### src/core/ptgp_pkg.sv
// Purpose: shared constants and types of the trigger and pin block
// Assumes: 32-bit classic Wishbone register bus, byte addresses
// Notes:   reset values of the sequencer fields are plain defaults
`default_nettype none

package ptgp_pkg;

	// ------------------------------------------------------------
	// register map
	// ------------------------------------------------------------
	localparam int          ADDR_W    = 6;
	localparam logic [5:0]  CTRL_OFS  = 6'h00;
	localparam logic [5:0]  SEQ_OFS   = 6'h04;
	localparam logic [5:0]  STAT_OFS  = 6'h08;
	localparam logic [5:0]  GMODE_OFS = 6'h0C;
	localparam logic [5:0]  GOUT_OFS  = 6'h10;
	localparam logic [5:0]  GALT_OFS  = 6'h14;
	localparam logic [5:0]  GIN_OFS   = 6'h18;
	localparam logic [5:0]  FCFG_OFS  = 6'h1C;

	// ------------------------------------------------------------
	// field positions
	// ------------------------------------------------------------
	localparam int CTRL_MODE  = 0;
	localparam int CTRL_START = 1;
	localparam int CTRL_STOP  = 2;
	localparam int SEQ_LEN_LSB  = 0;
	localparam int SEQ_EXPO_LSB = 16;
	localparam int STAT_RUN   = 0;
	localparam int STAT_PRIM  = 1;
	localparam int STAT_ROLE  = 2;
	localparam int STAT_LOOPA = 3;
	localparam int STAT_LOOPB = 4;
	localparam int STAT_IDX   = 8;
	localparam int STAT_ADV   = 16;
	localparam int STAT_RUNIN = 17;
	localparam int GOUT_EN_LSB  = 16;
	localparam int FCFG_OE_LSB  = 8;
	localparam int FCFG_IN_LSB  = 16;

	// ------------------------------------------------------------
	// reset values and counts
	// ------------------------------------------------------------
	localparam logic [7:0]  SEQ_LEN_RST  = 8'h08;
	localparam logic [15:0] SEQ_EXPO_RST = 16'h0100;
	localparam logic [4:0]  FCFG_VAL_RST = 5'h04;
	localparam logic [4:0]  FCFG_OE_RST  = 5'h04;
	localparam logic [1:0]  ROLE_WAIT    = 2'h3;

	// ------------------------------------------------------------
	// general-purpose pin modes
	// ------------------------------------------------------------
	localparam logic [1:0] GM_IN    = 2'h0;
	localparam logic [1:0] GM_OUT   = 2'h1;
	localparam logic [1:0] GM_BIDIR = 2'h2;
	localparam logic [1:0] GM_OD    = 2'h3;

	// ------------------------------------------------------------
	// types
	// ------------------------------------------------------------
	typedef struct packed {
		logic e;
		logic d;
		logic split;
		logic b;
		logic a;
	} ptgp_cfg_type;

	typedef enum logic [1:0] {
		PTGP_IDLE = 2'b01,
		PTGP_RUN  = 2'b10
	} ptgp_state_type;

endpackage : ptgp_pkg

`default_nettype wire

### src/core/ptgp_top.sv
// Purpose: trigger, sequencer loop-back, general and FPGA config pins
// Assumes: all pin inputs asynchronous, one 250 MHz clock
// Notes:   outputs all registered; secondary role keeps pins quiet
//
// Notes on behaviour
// - video pattern mode: advance input edge steps to the next pattern
// - video pattern mode: rising edge of run input starts the sequence
// - video pattern mode: falling edge of run input halts the sequence
// - software start and stop commands govern the run as well
// - exposure output high for each pattern exposure, low otherwise
// - first-pattern output high while the first pattern is shown
// - each pin: input, output, bidirectional or open-drain; pins zero to three also alternate use
// - after reset every general pin is an input
// - pins zero to three may carry the PWM output of same index
// - pins four to eight offer only general pin use
// - loop output a is a sequencing interrupt, looped to input a
// - loop output b is a sequencing interrupt, looped to input b
// - split config pin driven high by default
// - secondary role: trigger, general and config pins inactive
// - loop inputs taken as asynchronous sequencing interrupt sources
// - role pin high means primary, low means secondary
//
// Register access over Wishbone and the address map were chosen for this implementation.
`default_nettype none

module ptgp_top
	import ptgp_pkg::*;
#(
	parameter int GPIO_N = 9,
	parameter int PWM_N  = 4
) (
	// clock and reset
	input  wire logic                sys_clk_i,
	input  wire logic                rst_i,
	// register bus
	input  wire logic [ADDR_W-1:0]   wb_adr_i,
	input  wire logic [31:0]         wb_dat_i,
	input  wire logic [3:0]          wb_sel_i,
	input  wire logic                wb_we_i,
	input  wire logic                wb_stb_i,
	input  wire logic                wb_cyc_i,
	output logic [31:0]              wb_dat_o,
	output logic                     wb_ack_o,
	// triggers
	input  wire logic                pattern_advance_in_i,
	input  wire logic                pattern_run_in_i,
	output logic                     exposure_active_out_o,
	output logic                     first_pattern_out_o,
	// sequencer loop-back
	output logic                     seq_loop_out_a_o,
	output logic                     seq_loop_out_b_o,
	input  wire logic                seq_loop_in_a_i,
	input  wire logic                seq_loop_in_b_i,
	// role and PWM sources
	input  wire logic                ctrl_role_i,
	input  wire logic [PWM_N-1:0]    pwm_i,
	// general pins
	input  wire logic [GPIO_N-1:0]   gpio_i,
	output logic [GPIO_N-1:0]        gpio_o,
	output logic [GPIO_N-1:0]        gpio_oe_o,
	// FPGA config pins
	input  wire ptgp_cfg_type        fpga_cfg_i,
	output ptgp_cfg_type             fpga_cfg_o,
	output ptgp_cfg_type             fpga_cfg_oe_o
);

	localparam int SW = 5 + GPIO_N + 5;

	// ------------------------------------------------------------
	// synchronisers
	// ------------------------------------------------------------
	logic [SW-1:0]     sync1;
	logic [SW-1:0]     sync2;
	logic [SW-1:0]     sync3;
	logic              adv_s, run_s, la_s, lb_s, role_s;
	logic              adv_rise, run_rise, run_fall, la_rise, lb_rise;
	logic [GPIO_N-1:0] gpio_s;
	logic [4:0]        cfg_s;

	// sync1 feeds sync2 only; edges use sync2 against sync3
	always_ff @(posedge sys_clk_i) begin
		sync1 <= {pattern_advance_in_i, pattern_run_in_i, seq_loop_in_a_i,
			seq_loop_in_b_i, ctrl_role_i, gpio_i, fpga_cfg_i};
		sync2 <= sync1;
		sync3 <= sync2;
	end

	assign {adv_s, run_s, la_s, lb_s, role_s, gpio_s, cfg_s} = sync2;
	assign adv_rise = adv_s & ~sync3[SW-1];
	assign run_rise = run_s & ~sync3[SW-2];
	assign run_fall = ~run_s & sync3[SW-2];
	assign la_rise  = la_s & ~sync3[SW-3];
	assign lb_rise  = lb_s & ~sync3[SW-4];

	// ------------------------------------------------------------
	// role capture
	// ------------------------------------------------------------
	logic [1:0] role_cnt;
	logic       role_valid;
	logic       primary;
	logic       act;

	// sampled once the synchroniser holds real pin values
	always_ff @(posedge sys_clk_i) begin
		if (rst_i) begin
			role_cnt   <= 2'h0;
			role_valid <= 1'b0;
			primary    <= 1'b0;
		end else if (!role_valid) begin
			if (role_cnt == ROLE_WAIT) begin
				role_valid <= 1'b1;
				primary    <= role_s;
			end else begin
				role_cnt <= role_cnt + 2'h1;
			end
		end
	end

	assign act = role_valid & primary;

	// ------------------------------------------------------------
	// register bus
	// ------------------------------------------------------------
	logic [31:0]         wmask, wdat;
	logic                wr;
	logic                ctrl_mode;
	logic [7:0]          seq_len;
	logic [15:0]         seq_expo;
	logic [2*GPIO_N-1:0] gmode;
	logic [GPIO_N-1:0]   gout, gen;
	logic [PWM_N-1:0]    galt;
	logic [4:0]          cfg_val, cfg_oe;
	logic [1:0]          loop_flag;
	logic                sw_start, sw_stop;
	logic [31:0]         next_rdata;

	assign wmask = {{8{wb_sel_i[3]}}, {8{wb_sel_i[2]}}, {8{wb_sel_i[1]}}, {8{wb_sel_i[0]}}};
	assign wdat  = wb_dat_i & wmask;
	// write lands on the edge where the master samples ack
	assign wr       = wb_cyc_i & wb_stb_i & wb_we_i & wb_ack_o;
	assign sw_start = wr && wb_adr_i == CTRL_OFS && wdat[CTRL_START];
	assign sw_stop  = wr && wb_adr_i == CTRL_OFS && wdat[CTRL_STOP];

	always_ff @(posedge sys_clk_i) begin
		if (rst_i) begin
			wb_ack_o <= 1'b0;
		end else begin
			wb_ack_o <= wb_cyc_i & wb_stb_i & ~wb_ack_o;
		end
	end

	always_ff @(posedge sys_clk_i) begin
		if (rst_i) begin
			ctrl_mode <= 1'b0;
			seq_len   <= SEQ_LEN_RST;
			seq_expo  <= SEQ_EXPO_RST;
			gmode     <= '0;
			gout      <= '0;
			gen       <= '0;
			galt      <= '0;
			cfg_val   <= FCFG_VAL_RST;
			cfg_oe    <= FCFG_OE_RST;
		end else if (wr) begin
			unique case (wb_adr_i)
				CTRL_OFS: if (wb_sel_i[0]) ctrl_mode <= wb_dat_i[CTRL_MODE];
				SEQ_OFS: begin
					if (wb_sel_i[0]) seq_len <= wb_dat_i[SEQ_LEN_LSB +: 8];
					if (wb_sel_i[2]) seq_expo[7:0] <= wb_dat_i[SEQ_EXPO_LSB +: 8];
					if (wb_sel_i[3]) seq_expo[15:8] <= wb_dat_i[SEQ_EXPO_LSB+8 +: 8];
				end
				GMODE_OFS: gmode <= (gmode & ~wmask[2*GPIO_N-1:0]) | wdat[2*GPIO_N-1:0];
				GOUT_OFS: begin
					gout <= (gout & ~wmask[GPIO_N-1:0]) | wdat[GPIO_N-1:0];
					gen  <= (gen & ~wmask[GOUT_EN_LSB +: GPIO_N])
						| wdat[GOUT_EN_LSB +: GPIO_N];
				end
				GALT_OFS: galt <= (galt & ~wmask[PWM_N-1:0]) | wdat[PWM_N-1:0];
				FCFG_OFS: begin
					if (wb_sel_i[0]) cfg_val <= wb_dat_i[4:0];
					if (wb_sel_i[1]) cfg_oe <= wb_dat_i[FCFG_OE_LSB +: 5];
				end
				default: ;
			endcase
		end
	end

	// ------------------------------------------------------------
	// sequencer
	// ------------------------------------------------------------
	ptgp_state_type state, next_state;
	logic [7:0]     idx, next_idx, len_m1;
	logic [15:0]    expo_cnt;
	logic           step, start_go, stop_go;

	assign len_m1   = (seq_len == 8'h00) ? 8'h00 : seq_len - 8'h01;
	assign stop_go  = sw_stop | (ctrl_mode & run_fall) | ~act;
	assign start_go = act & (sw_start | (ctrl_mode & run_rise));

	always_comb begin
		next_state = state;
		next_idx   = idx;
		step       = 1'b0;
		unique case (state)
			PTGP_IDLE: begin
				if (start_go && !stop_go) begin
					next_state = PTGP_RUN;
					next_idx   = 8'h00;
					step       = 1'b1;
				end
			end
			PTGP_RUN: begin
				if (stop_go) begin
					next_state = PTGP_IDLE;
				end else if (ctrl_mode && adv_rise) begin
					next_idx = (idx >= len_m1) ? 8'h00 : idx + 8'h01;
					step     = 1'b1;
				end
			end
		endcase
	end

	always_ff @(posedge sys_clk_i) begin
		if (rst_i) begin
			state <= PTGP_IDLE;
			idx   <= 8'h00;
		end else begin
			state <= next_state;
			idx   <= next_idx;
		end
	end

	// exposure lasts seq_expo cycles; zero is taken as one
	always_ff @(posedge sys_clk_i) begin
		if (rst_i) begin
			exposure_active_out_o <= 1'b0;
			expo_cnt              <= 16'h0000;
		end else if (next_state != PTGP_RUN) begin
			exposure_active_out_o <= 1'b0;
			expo_cnt              <= 16'h0000;
		end else if (step) begin
			exposure_active_out_o <= 1'b1;
			expo_cnt <= (seq_expo == 16'h0000) ? 16'h0000 : seq_expo - 16'h0001;
		end else if (expo_cnt != 16'h0000) begin
			expo_cnt <= expo_cnt - 16'h0001;
		end else begin
			exposure_active_out_o <= 1'b0;
		end
	end

	always_ff @(posedge sys_clk_i) begin
		if (rst_i) begin
			first_pattern_out_o <= 1'b0;
			seq_loop_out_a_o    <= 1'b0;
			seq_loop_out_b_o    <= 1'b0;
		end else begin
			first_pattern_out_o <= next_state == PTGP_RUN && next_idx == 8'h00;
			seq_loop_out_a_o    <= step;
			seq_loop_out_b_o    <= step && next_idx == 8'h00;
		end
	end

	// loop-back flags: set wins over a write-one clear
	always_ff @(posedge sys_clk_i) begin
		if (rst_i) begin
			loop_flag <= 2'b00;
		end else begin
			loop_flag <= (loop_flag & ~((wr && wb_adr_i == STAT_OFS)
				? wdat[STAT_LOOPB:STAT_LOOPA] : 2'b00)) | {lb_rise, la_rise};
		end
	end

	// ------------------------------------------------------------
	// read data
	// ------------------------------------------------------------
	always_comb begin
		next_rdata = 32'h0000_0000;
		unique case (wb_adr_i)
			CTRL_OFS: next_rdata[CTRL_MODE] = ctrl_mode;
			SEQ_OFS:  next_rdata = {seq_expo, 8'h00, seq_len};
			STAT_OFS: begin
				next_rdata[STAT_RUN]             = state == PTGP_RUN;
				next_rdata[STAT_PRIM]            = primary;
				next_rdata[STAT_ROLE]            = role_valid;
				next_rdata[STAT_LOOPB:STAT_LOOPA] = loop_flag;
				next_rdata[STAT_IDX +: 8]        = idx;
				next_rdata[STAT_ADV]             = adv_s;
				next_rdata[STAT_RUNIN]           = run_s;
			end
			GMODE_OFS: next_rdata[2*GPIO_N-1:0] = gmode;
			GOUT_OFS: begin
				next_rdata[GPIO_N-1:0]             = gout;
				next_rdata[GOUT_EN_LSB +: GPIO_N] = gen;
			end
			GALT_OFS: next_rdata[PWM_N-1:0] = galt;
			GIN_OFS:  next_rdata[GPIO_N-1:0] = gpio_s;
			FCFG_OFS: begin
				next_rdata[4:0]               = cfg_val;
				next_rdata[FCFG_OE_LSB +: 5] = cfg_oe;
				next_rdata[FCFG_IN_LSB +: 5] = cfg_s;
			end
			default: next_rdata = 32'h0000_0000;
		endcase
	end

	always_ff @(posedge sys_clk_i) begin
		if (rst_i) begin
			wb_dat_o <= 32'h0000_0000;
		end else if (wb_cyc_i && wb_stb_i && !wb_ack_o) begin
			wb_dat_o <= next_rdata;
		end
	end

	// ------------------------------------------------------------
	// pin drivers
	// ------------------------------------------------------------
	logic [GPIO_N-1:0] next_go, next_goe, od_eff;

	for (genvar i = 0; i < GPIO_N; i++) begin : g_pin
		logic [1:0] m;
		logic       alt;
		assign m = gmode[2*i +: 2];
		if (i < PWM_N) begin : g_pwm
			assign alt = galt[i];
		end else begin : g_gp
			assign alt = 1'b0;
		end
		assign od_eff[i]   = !alt && m == GM_OD;
		assign next_go[i]  = alt ? pwm_i[i % PWM_N] : (m != GM_OD) & gout[i];
		assign next_goe[i] = act & (alt | (m == GM_OUT) | (m == GM_BIDIR && gen[i])
			| (m == GM_OD && !gout[i]));
	end

	always_ff @(posedge sys_clk_i) begin
		if (rst_i) begin
			gpio_o        <= '0;
			gpio_oe_o     <= '0;
			fpga_cfg_o    <= '0;
			fpga_cfg_oe_o <= '0;
		end else begin
			gpio_o        <= act ? next_go : '0;
			gpio_oe_o     <= next_goe;
			fpga_cfg_o    <= act ? cfg_val : 5'h00;
			fpga_cfg_oe_o <= act ? cfg_oe : 5'h00;
		end
	end

	logic [GPIO_N-1:0] od_q;
	always_ff @(posedge sys_clk_i) od_q <= od_eff;
endmodule : ptgp_top

`default_nettype wire

### config.mk
export PLATFORM = sky130hd
export DESIGN_NAME = ptgp_top
export DESIGN_NICKNAME = d
export VERILOG_FILES = /design/src/core/ptgp_pkg.sv /design/src/core/ptgp_top.sv
export SDC_FILE = /design/constraint.sdc
export NUM_CORES = 1
export LEC_CHECK = 0
export BUFFER_PORTS_ARGS = -buffer_cell sky130_fd_sc_hd__buf_4
export CAP_MARGIN = 20
export CORE_ASPECT_RATIO = 1.4
export CORE_MARGIN = 5
export CORE_UTILIZATION = 51
export DETAILED_ROUTE_END_ITERATION = 7
export GPL_TIMING_DRIVEN = 0
export HOLD_SLACK_MARGIN = 0.06
export PLACE_DENSITY_LB_ADDON = 0.12
export SETUP_SLACK_MARGIN = 0.02
export SYNTH_ARGS = -nofsm -noshare
export SYNTH_HDL_FRONTEND = slang
export SYNTH_SLANG_ARGS = --single-unit
### constraint.sdc
create_clock -name sys_clk_i -period 3 [get_ports sys_clk_i]
set_input_delay 0.45 -clock sys_clk_i [delete_from_list [all_inputs] [get_ports sys_clk_i]]
set_output_delay 0.45 -clock sys_clk_i [all_outputs]
set_load 0.02 [all_outputs]
# After elaboration in Yosys (flattened, before gate mapping)
# Cells that the tools add are included.
# classes
add_sub_neg	5
order_cmp	1
n_eq_ne	49
n_mux	36
n_bitwise	81
reduce_logical	58
# op_table
op	n
$mux 16	3
$eq 2x2->1 const B	21
$mux 8	5
$sub 16x1->16 const B	2
$and 1x1->1	31
$logic_and 1x1->1	28
$and 25x25->25	1
$or 1x1->1	25
$eq 6x5->1 const B	4
$ne 2x2->1 const B	11
$pmux 3 s7	1
$eq 2x1->1 const B	10
$and 18x18->18	1
$and 9x9->9	2
$not 18->18	1
$not 9->9	2
$or 18x18->18	1
$or 9x9->9	2
$reduce_and 3->1	6
$logic_not 16->1	1
$logic_not 8->1	2
$pmux 8 s2	1
$reduce_bool 16->1	1
$eq 6x4->1 const B	2
other kinds (31)	66
# word_totals
reg_bits	229
out_inout_bits	65
wordCells	268

# Depth between registers and ports, before layout
# depth
word_depth	13
depth_mapped	14
mapped_depth_nobuf	14

# Least setup slack after synthesis
# OpenSTA, ideal clock, no wires.
# synth_timing
kind	reg-to-reg
start	register seq_len[0]
end	register seq_loop_out_b_o
setup_time_ns	0.092
arrival_time_ns	2.800
required_time_ns	2.908
path_slack_ns	0.108
path_stages_with_launch	15
path_cell_list	dfxtp_1 > inv_1 > ha_1 > nand2_1 > nor3_1 > nand2b_1 > and2_1 > ha_1 > nand2b_1 > a21oi_1 > o31ai_1 > nor4_1 > a221oi_2 > nand3_1 > nor4_1
# synth_between
elab_chain_len	9
elab_cells_between_ends	10
# synth_lines
element	line_no	source
start, declared	ptgp_top.sv:127	logic [7:0] seq_len;
start signal, assigned	ptgp_top.sv:167	if (wb_sel_i[0]) seq_len <= wb_dat_i[SEQ_LEN_LSB +: 8];
$sub 8x1->8 / $logic_not 8->1 (equally long branches)	ptgp_top.sv:195	assign len_m1 = (seq_len == 8'h00) ? 8'h00 : seq_len - 8'h01;
$mux 8 (*)	ptgp_top.sv:195	
$ge 8x8->1 (*)	ptgp_top.sv:215	next_idx = (idx >= len_m1) ? 8'h00 : idx + 8'h01;
$mux 8 (*)	ptgp_top.sv:215	
$mux 8 (*)	ptgp_top.sv:214	end else if (ctrl_mode && adv_rise) begin
$mux 8 (*)	ptgp_top.sv:212	if (stop_go) begin
$pmux 8 s2 (*)	ptgp_top.sv:203	unique case (state)
$logic_not 8->1 (*)	ptgp_top.sv:258	seq_loop_out_b_o <= step && next_idx == 8'h00;
$logic_and 1x1->1 (*)	ptgp_top.sv:258	
end signal, assigned	ptgp_top.sv:254	seq_loop_out_b_o <= 1'b0;
end signal, assigned	ptgp_top.sv:258	
end, declared	ptgp_top.sv:51	output logic seq_loop_out_b_o,
# Every way passes the cells marked *; elsewhere a longest branch is shown, timed or not.
# A chain may end at the register's enable or synchronous reset.

# Final worst setup path
# layout_timing
start	register seq_len[1]
end	register idx[7]
# layout_between
elab_chain_len	7
elab_cells_between_ends	8
# layout_lines
element	line_no	source
$sub 8x1->8 / $logic_not 8->1 (equally long branches)	ptgp_top.sv:195	
$mux 8 (*)	ptgp_top.sv:195	
$ge 8x8->1 (*)	ptgp_top.sv:215	
$mux 8 (*)	ptgp_top.sv:215	
$mux 8 (*)	ptgp_top.sv:214	
$mux 8 (*)	ptgp_top.sv:212	
$pmux 8 s2 (*)	ptgp_top.sv:203	
end signal, assigned	ptgp_top.sv:228	idx <= next_idx;
end, declared	ptgp_top.sv:191	logic [7:0] idx, next_idx, len_m1;
# Marked as above.

==> impl_metrics.yaml <==
floorplan:
  std_cell_rows: 57
  placeableCoreArea_mm2: 0.01726
  fp.dieArea_mm2: 0.02021
  design.portCount: 135
  fp.dieW_um: 121.6
  start_util_pct: 51.51
  die_y_um: 166.2
logic_synthesis:
  netlist_instances: 971
  yosys_most_used_dff: "sky130_fd_sc_hd__dfxtp_1"
  synthesis.yosys.warnings: 0
  ys_types: 70
  synth_largest_area_cell: "sky130_fd_sc_hd__dfxtp_1"
  synth_seq_area_share_pct: 48.19
  postSynth.asyncResetShare_pct: 0
  yosys-top-cells-area: "sky130_fd_sc_hd__dfxtp_1, sky130_fd_sc_hd__mux2i_1, sky130_fd_sc_hd__nor2_1"
  mappedNetlistArea_mm2: 0.008890
  syn-mean-instance-area_um2: 9.155
  yosysTopAreaCellShare_pct: 48.19
  synth.top_cells.by_count: "sky130_fd_sc_hd__dfxtp_1, sky130_fd_sc_hd__nor2_1, sky130_fd_sc_hd__mux2i_1"
  postSynthRegisterBits: 214
  syn-num-nets: 1054
  synth.most_common_cell: "sky130_fd_sc_hd__dfxtp_1"
  synth_edf_count: 0
setup_path:
  critPathMaxFanout: 5
  cp_data_arrival_time_ns: 3.35
  worst_setup_path_start_kind: "flip-flop"
  critical_path_required_time_ns: 3.43
  cp_class: "flip-flop to flip-flop"
  critPathCaptureType: "flip-flop"
clock_tree:
  tritoncts: "done"
  clock_path_buffers: 3
  clock-root-buffer: "sky130_fd_sc_hd__clkbuf_16"
  clk_pin_slew_worst_paths_ns: 0.06
  cts_buffers: 22
  max_h_tree_level: 1
  clkLatencyLatePin_ns: 0.51
  clock_sinks: 214
timing:
  fmax_ghz: 0.3419
  postLayoutSetupSlackWorst_ns: 0.07493
  slew_viol_final: 0
  finalClockSkew_ns: 0.01384
  min_period_ns: 2.925
  hold_viol: 0
  final.hold.worst_slack_ns: 0.1672
  grt_setup_unrepaired: "yes"
  min_period_over_period_pct: 97.50
  finalSetupViolations: 0
  max-slew-margin-rel_pct: 40.44
  worst_slew_pin_slew_ns: 0.8935
drt:
  post_drt_via_cell_ratio: 5.582
  postRouteAntennaNets: 0
  first_pass_iters: 5
  initialDrtViolationCount: 578
  via_count: 7843
  drt_drc_violations_left: 0
  wl_per_cell_um: 20.26
  total_wire_length_after_detailed_routing_um: 28470
power:
  irDropWorstVdd_uv: 423.7
  power_density_mw_per_mm2: 533.0
  power.leakage_nw: 4.895
global_route:
  grt.total_usage_pct: 27.56
  gr-total-overflow: 0
  grt_max_degree: 14
  antenna_found_initial: 0
  grt_pass1_wl_um: 43790
  grt_pass1_vias: 7841
placed_design:
  dp_hpwl_um: 21130
  place.gp.congestion: 0.9720
  io_buffer_count: 133
  detailedPlace.worstSlack_ns: -0.5213
finish:
  design.final.nets: 1237
  num-fill-cells: 1504
  finish.utilization_pct: 66.07
  drive_above_1_share_pct: 20.27
  antenna-diode-count: 0
  area_delta_synth_final_pct: 28.28
hold_path:
  min_path_type: "input pin to flip-flop"
status:
  status: "finished, final reports clean"
job:
  drv.max_cap_violation_count: 0
-- report_power, final --
group / internal, mW / switching, mW / total, mW
Combinational: 0.143 / 0.183 / 0.326
Clock: 1.70 / 1.12 / 2.81
Sequential: 2.90 / 0.0399 / 2.94
-- final cells by class --
type	instances	area [µm²]	share of cell area (%)
repair buffers	159	1241	10.88
clock inverters	5	86.33	0.7571
well taps	236	295.3	2.589
inverters	13	51.30	0.4499
clock buffers	34	665.6	5.837
multi-input cells	694	4559	39.98
plain buffers	50	206.4	1.810
flip-flops and latches	214	4298	37.69
-- what timing repair did --
item	CTS	global route
hold buffers	19	0
resized for setup	27	24
setup buffers	5	2
endpoints found under the hold margin	19	0
pin swaps	5	14
endpoints found under the setup margin	10	8
-- final timing paths --
| path | from | to | slack [ns] | cells after the start |
|---|---|---|---|---|
| max reg2reg | seq_len[1] | idx[7] | 0.07 | 13 |
| min reg2reg | sync1[16] | sync2[16] | 0.32 | 0 |
| min | pwm_i[3] | gpio_o[3] | 0.17 | 3 |
| max | seq_len[1] | idx[7] | 0.07 | 13 |
-- cell families (layout without fill, tap and decap cells) --
logic type / Yosys count / count (layout) / share of synthesized area, %
fa+ha+maj: 13 / 13 / 1.830
buf+inv: 63 / 261 / 2.857
flops: 214 / 214 / 48.19
xor+xnor: 27 / 27 / 2.660
simple gates: 407 / 407 / 21.28
compound gates: 158 / 158 / 12.98
mux: 89 / 89 / 10.20
-- cells in the final DEF, fill, tap and decap left out, types with 4 or more instances in the layout --
cell                              n
sky130_fd_sc_hd__a31oi_1          4
sky130_fd_sc_hd__and2_1          15
sky130_fd_sc_hd__clkbuf_1        41
sky130_fd_sc_hd__a211o_1          5
sky130_fd_sc_hd__nor3_1          28
sky130_fd_sc_hd__nand2_1         74
sky130_fd_sc_hd__a221oi_1         8
sky130_fd_sc_hd__nor3b_1          4
sky130_fd_sc_hd__dfxtp_1        209
sky130_fd_sc_hd__a22o_1           5
sky130_fd_sc_hd__nand3_1         23
sky130_fd_sc_hd__mux2i_1         81
sky130_fd_sc_hd__a2bb2oi_1        8
sky130_fd_sc_hd__and3_1          13
sky130_fd_sc_hd__o22ai_1          4
sky130_fd_sc_hd__or3_1            5
sky130_fd_sc_hd__nand2b_4         4
sky130_fd_sc_hd__a211oi_1         5
sky130_fd_sc_hd__buf_4          141
sky130_fd_sc_hd__o221ai_1         4
sky130_fd_sc_hd__buf_2            4
sky130_fd_sc_hd__nor4_1          10
sky130_fd_sc_hd__mux2_2           6
sky130_fd_sc_hd__clkbuf_8         7
sky130_fd_sc_hd__a21oi_1         42
sky130_fd_sc_hd__a22oi_1         17
sky130_fd_sc_hd__inv_1           11
sky130_fd_sc_hd__nand3b_1         6
sky130_fd_sc_hd__nor2b_1         12
sky130_fd_sc_hd__o21ai_0         12
sky130_fd_sc_hd__clkbuf_16       22
sky130_fd_sc_hd__ha_1            10
sky130_fd_sc_hd__xnor2_1         10
sky130_fd_sc_hd__dlygate4sd3_1   19
sky130_fd_sc_hd__nor2_1         181
sky130_fd_sc_hd__xor2_1          17
sky130_fd_sc_hd__buf_1            6
sky130_fd_sc_hd__o21a_1           7
sky130_fd_sc_hd__a222oi_1         8
-- critical path, cell delays in order (launching register included) --
cell                      delay [ns]
sky130_fd_sc_hd__dfxtp_4        0.35
sky130_fd_sc_hd__inv_2          0.11
sky130_fd_sc_hd__ha_4           0.16
sky130_fd_sc_hd__nand2_2        0.09
sky130_fd_sc_hd__nor3_4         0.18
sky130_fd_sc_hd__a21oi_1        0.12
sky130_fd_sc_hd__ha_1           0.33
sky130_fd_sc_hd__a21o_1         0.19
sky130_fd_sc_hd__a21oi_1        0.34
sky130_fd_sc_hd__o31a_1         0.31
sky130_fd_sc_hd__buf_4          0.15
sky130_fd_sc_hd__o21ai_1        0.07
sky130_fd_sc_hd__or3_1          0.31
sky130_fd_sc_hd__a21oi_1        0.13
-- per-layer routing --
layer	GRT usage [%]	part of all wire [%]
met1	32.01	38
met2	48.26	50
met3	4.020	5.4
met4	14.63	5.9
met5	0	0
-- through the flow --
step	cell area, µm²	cells	power (mW)	TNS, ns
CTS	11270	1403	6.113	0
global route	11400	1405	6.283	-0.1227
finish	11400	1405	6.078	0
detailed placement	10180	1340	3.304	-2.671
global placement	10180	1340	3.299	-2.474
floorplan	8890	971	3.123	0
(Power assumes the default switching activity.)
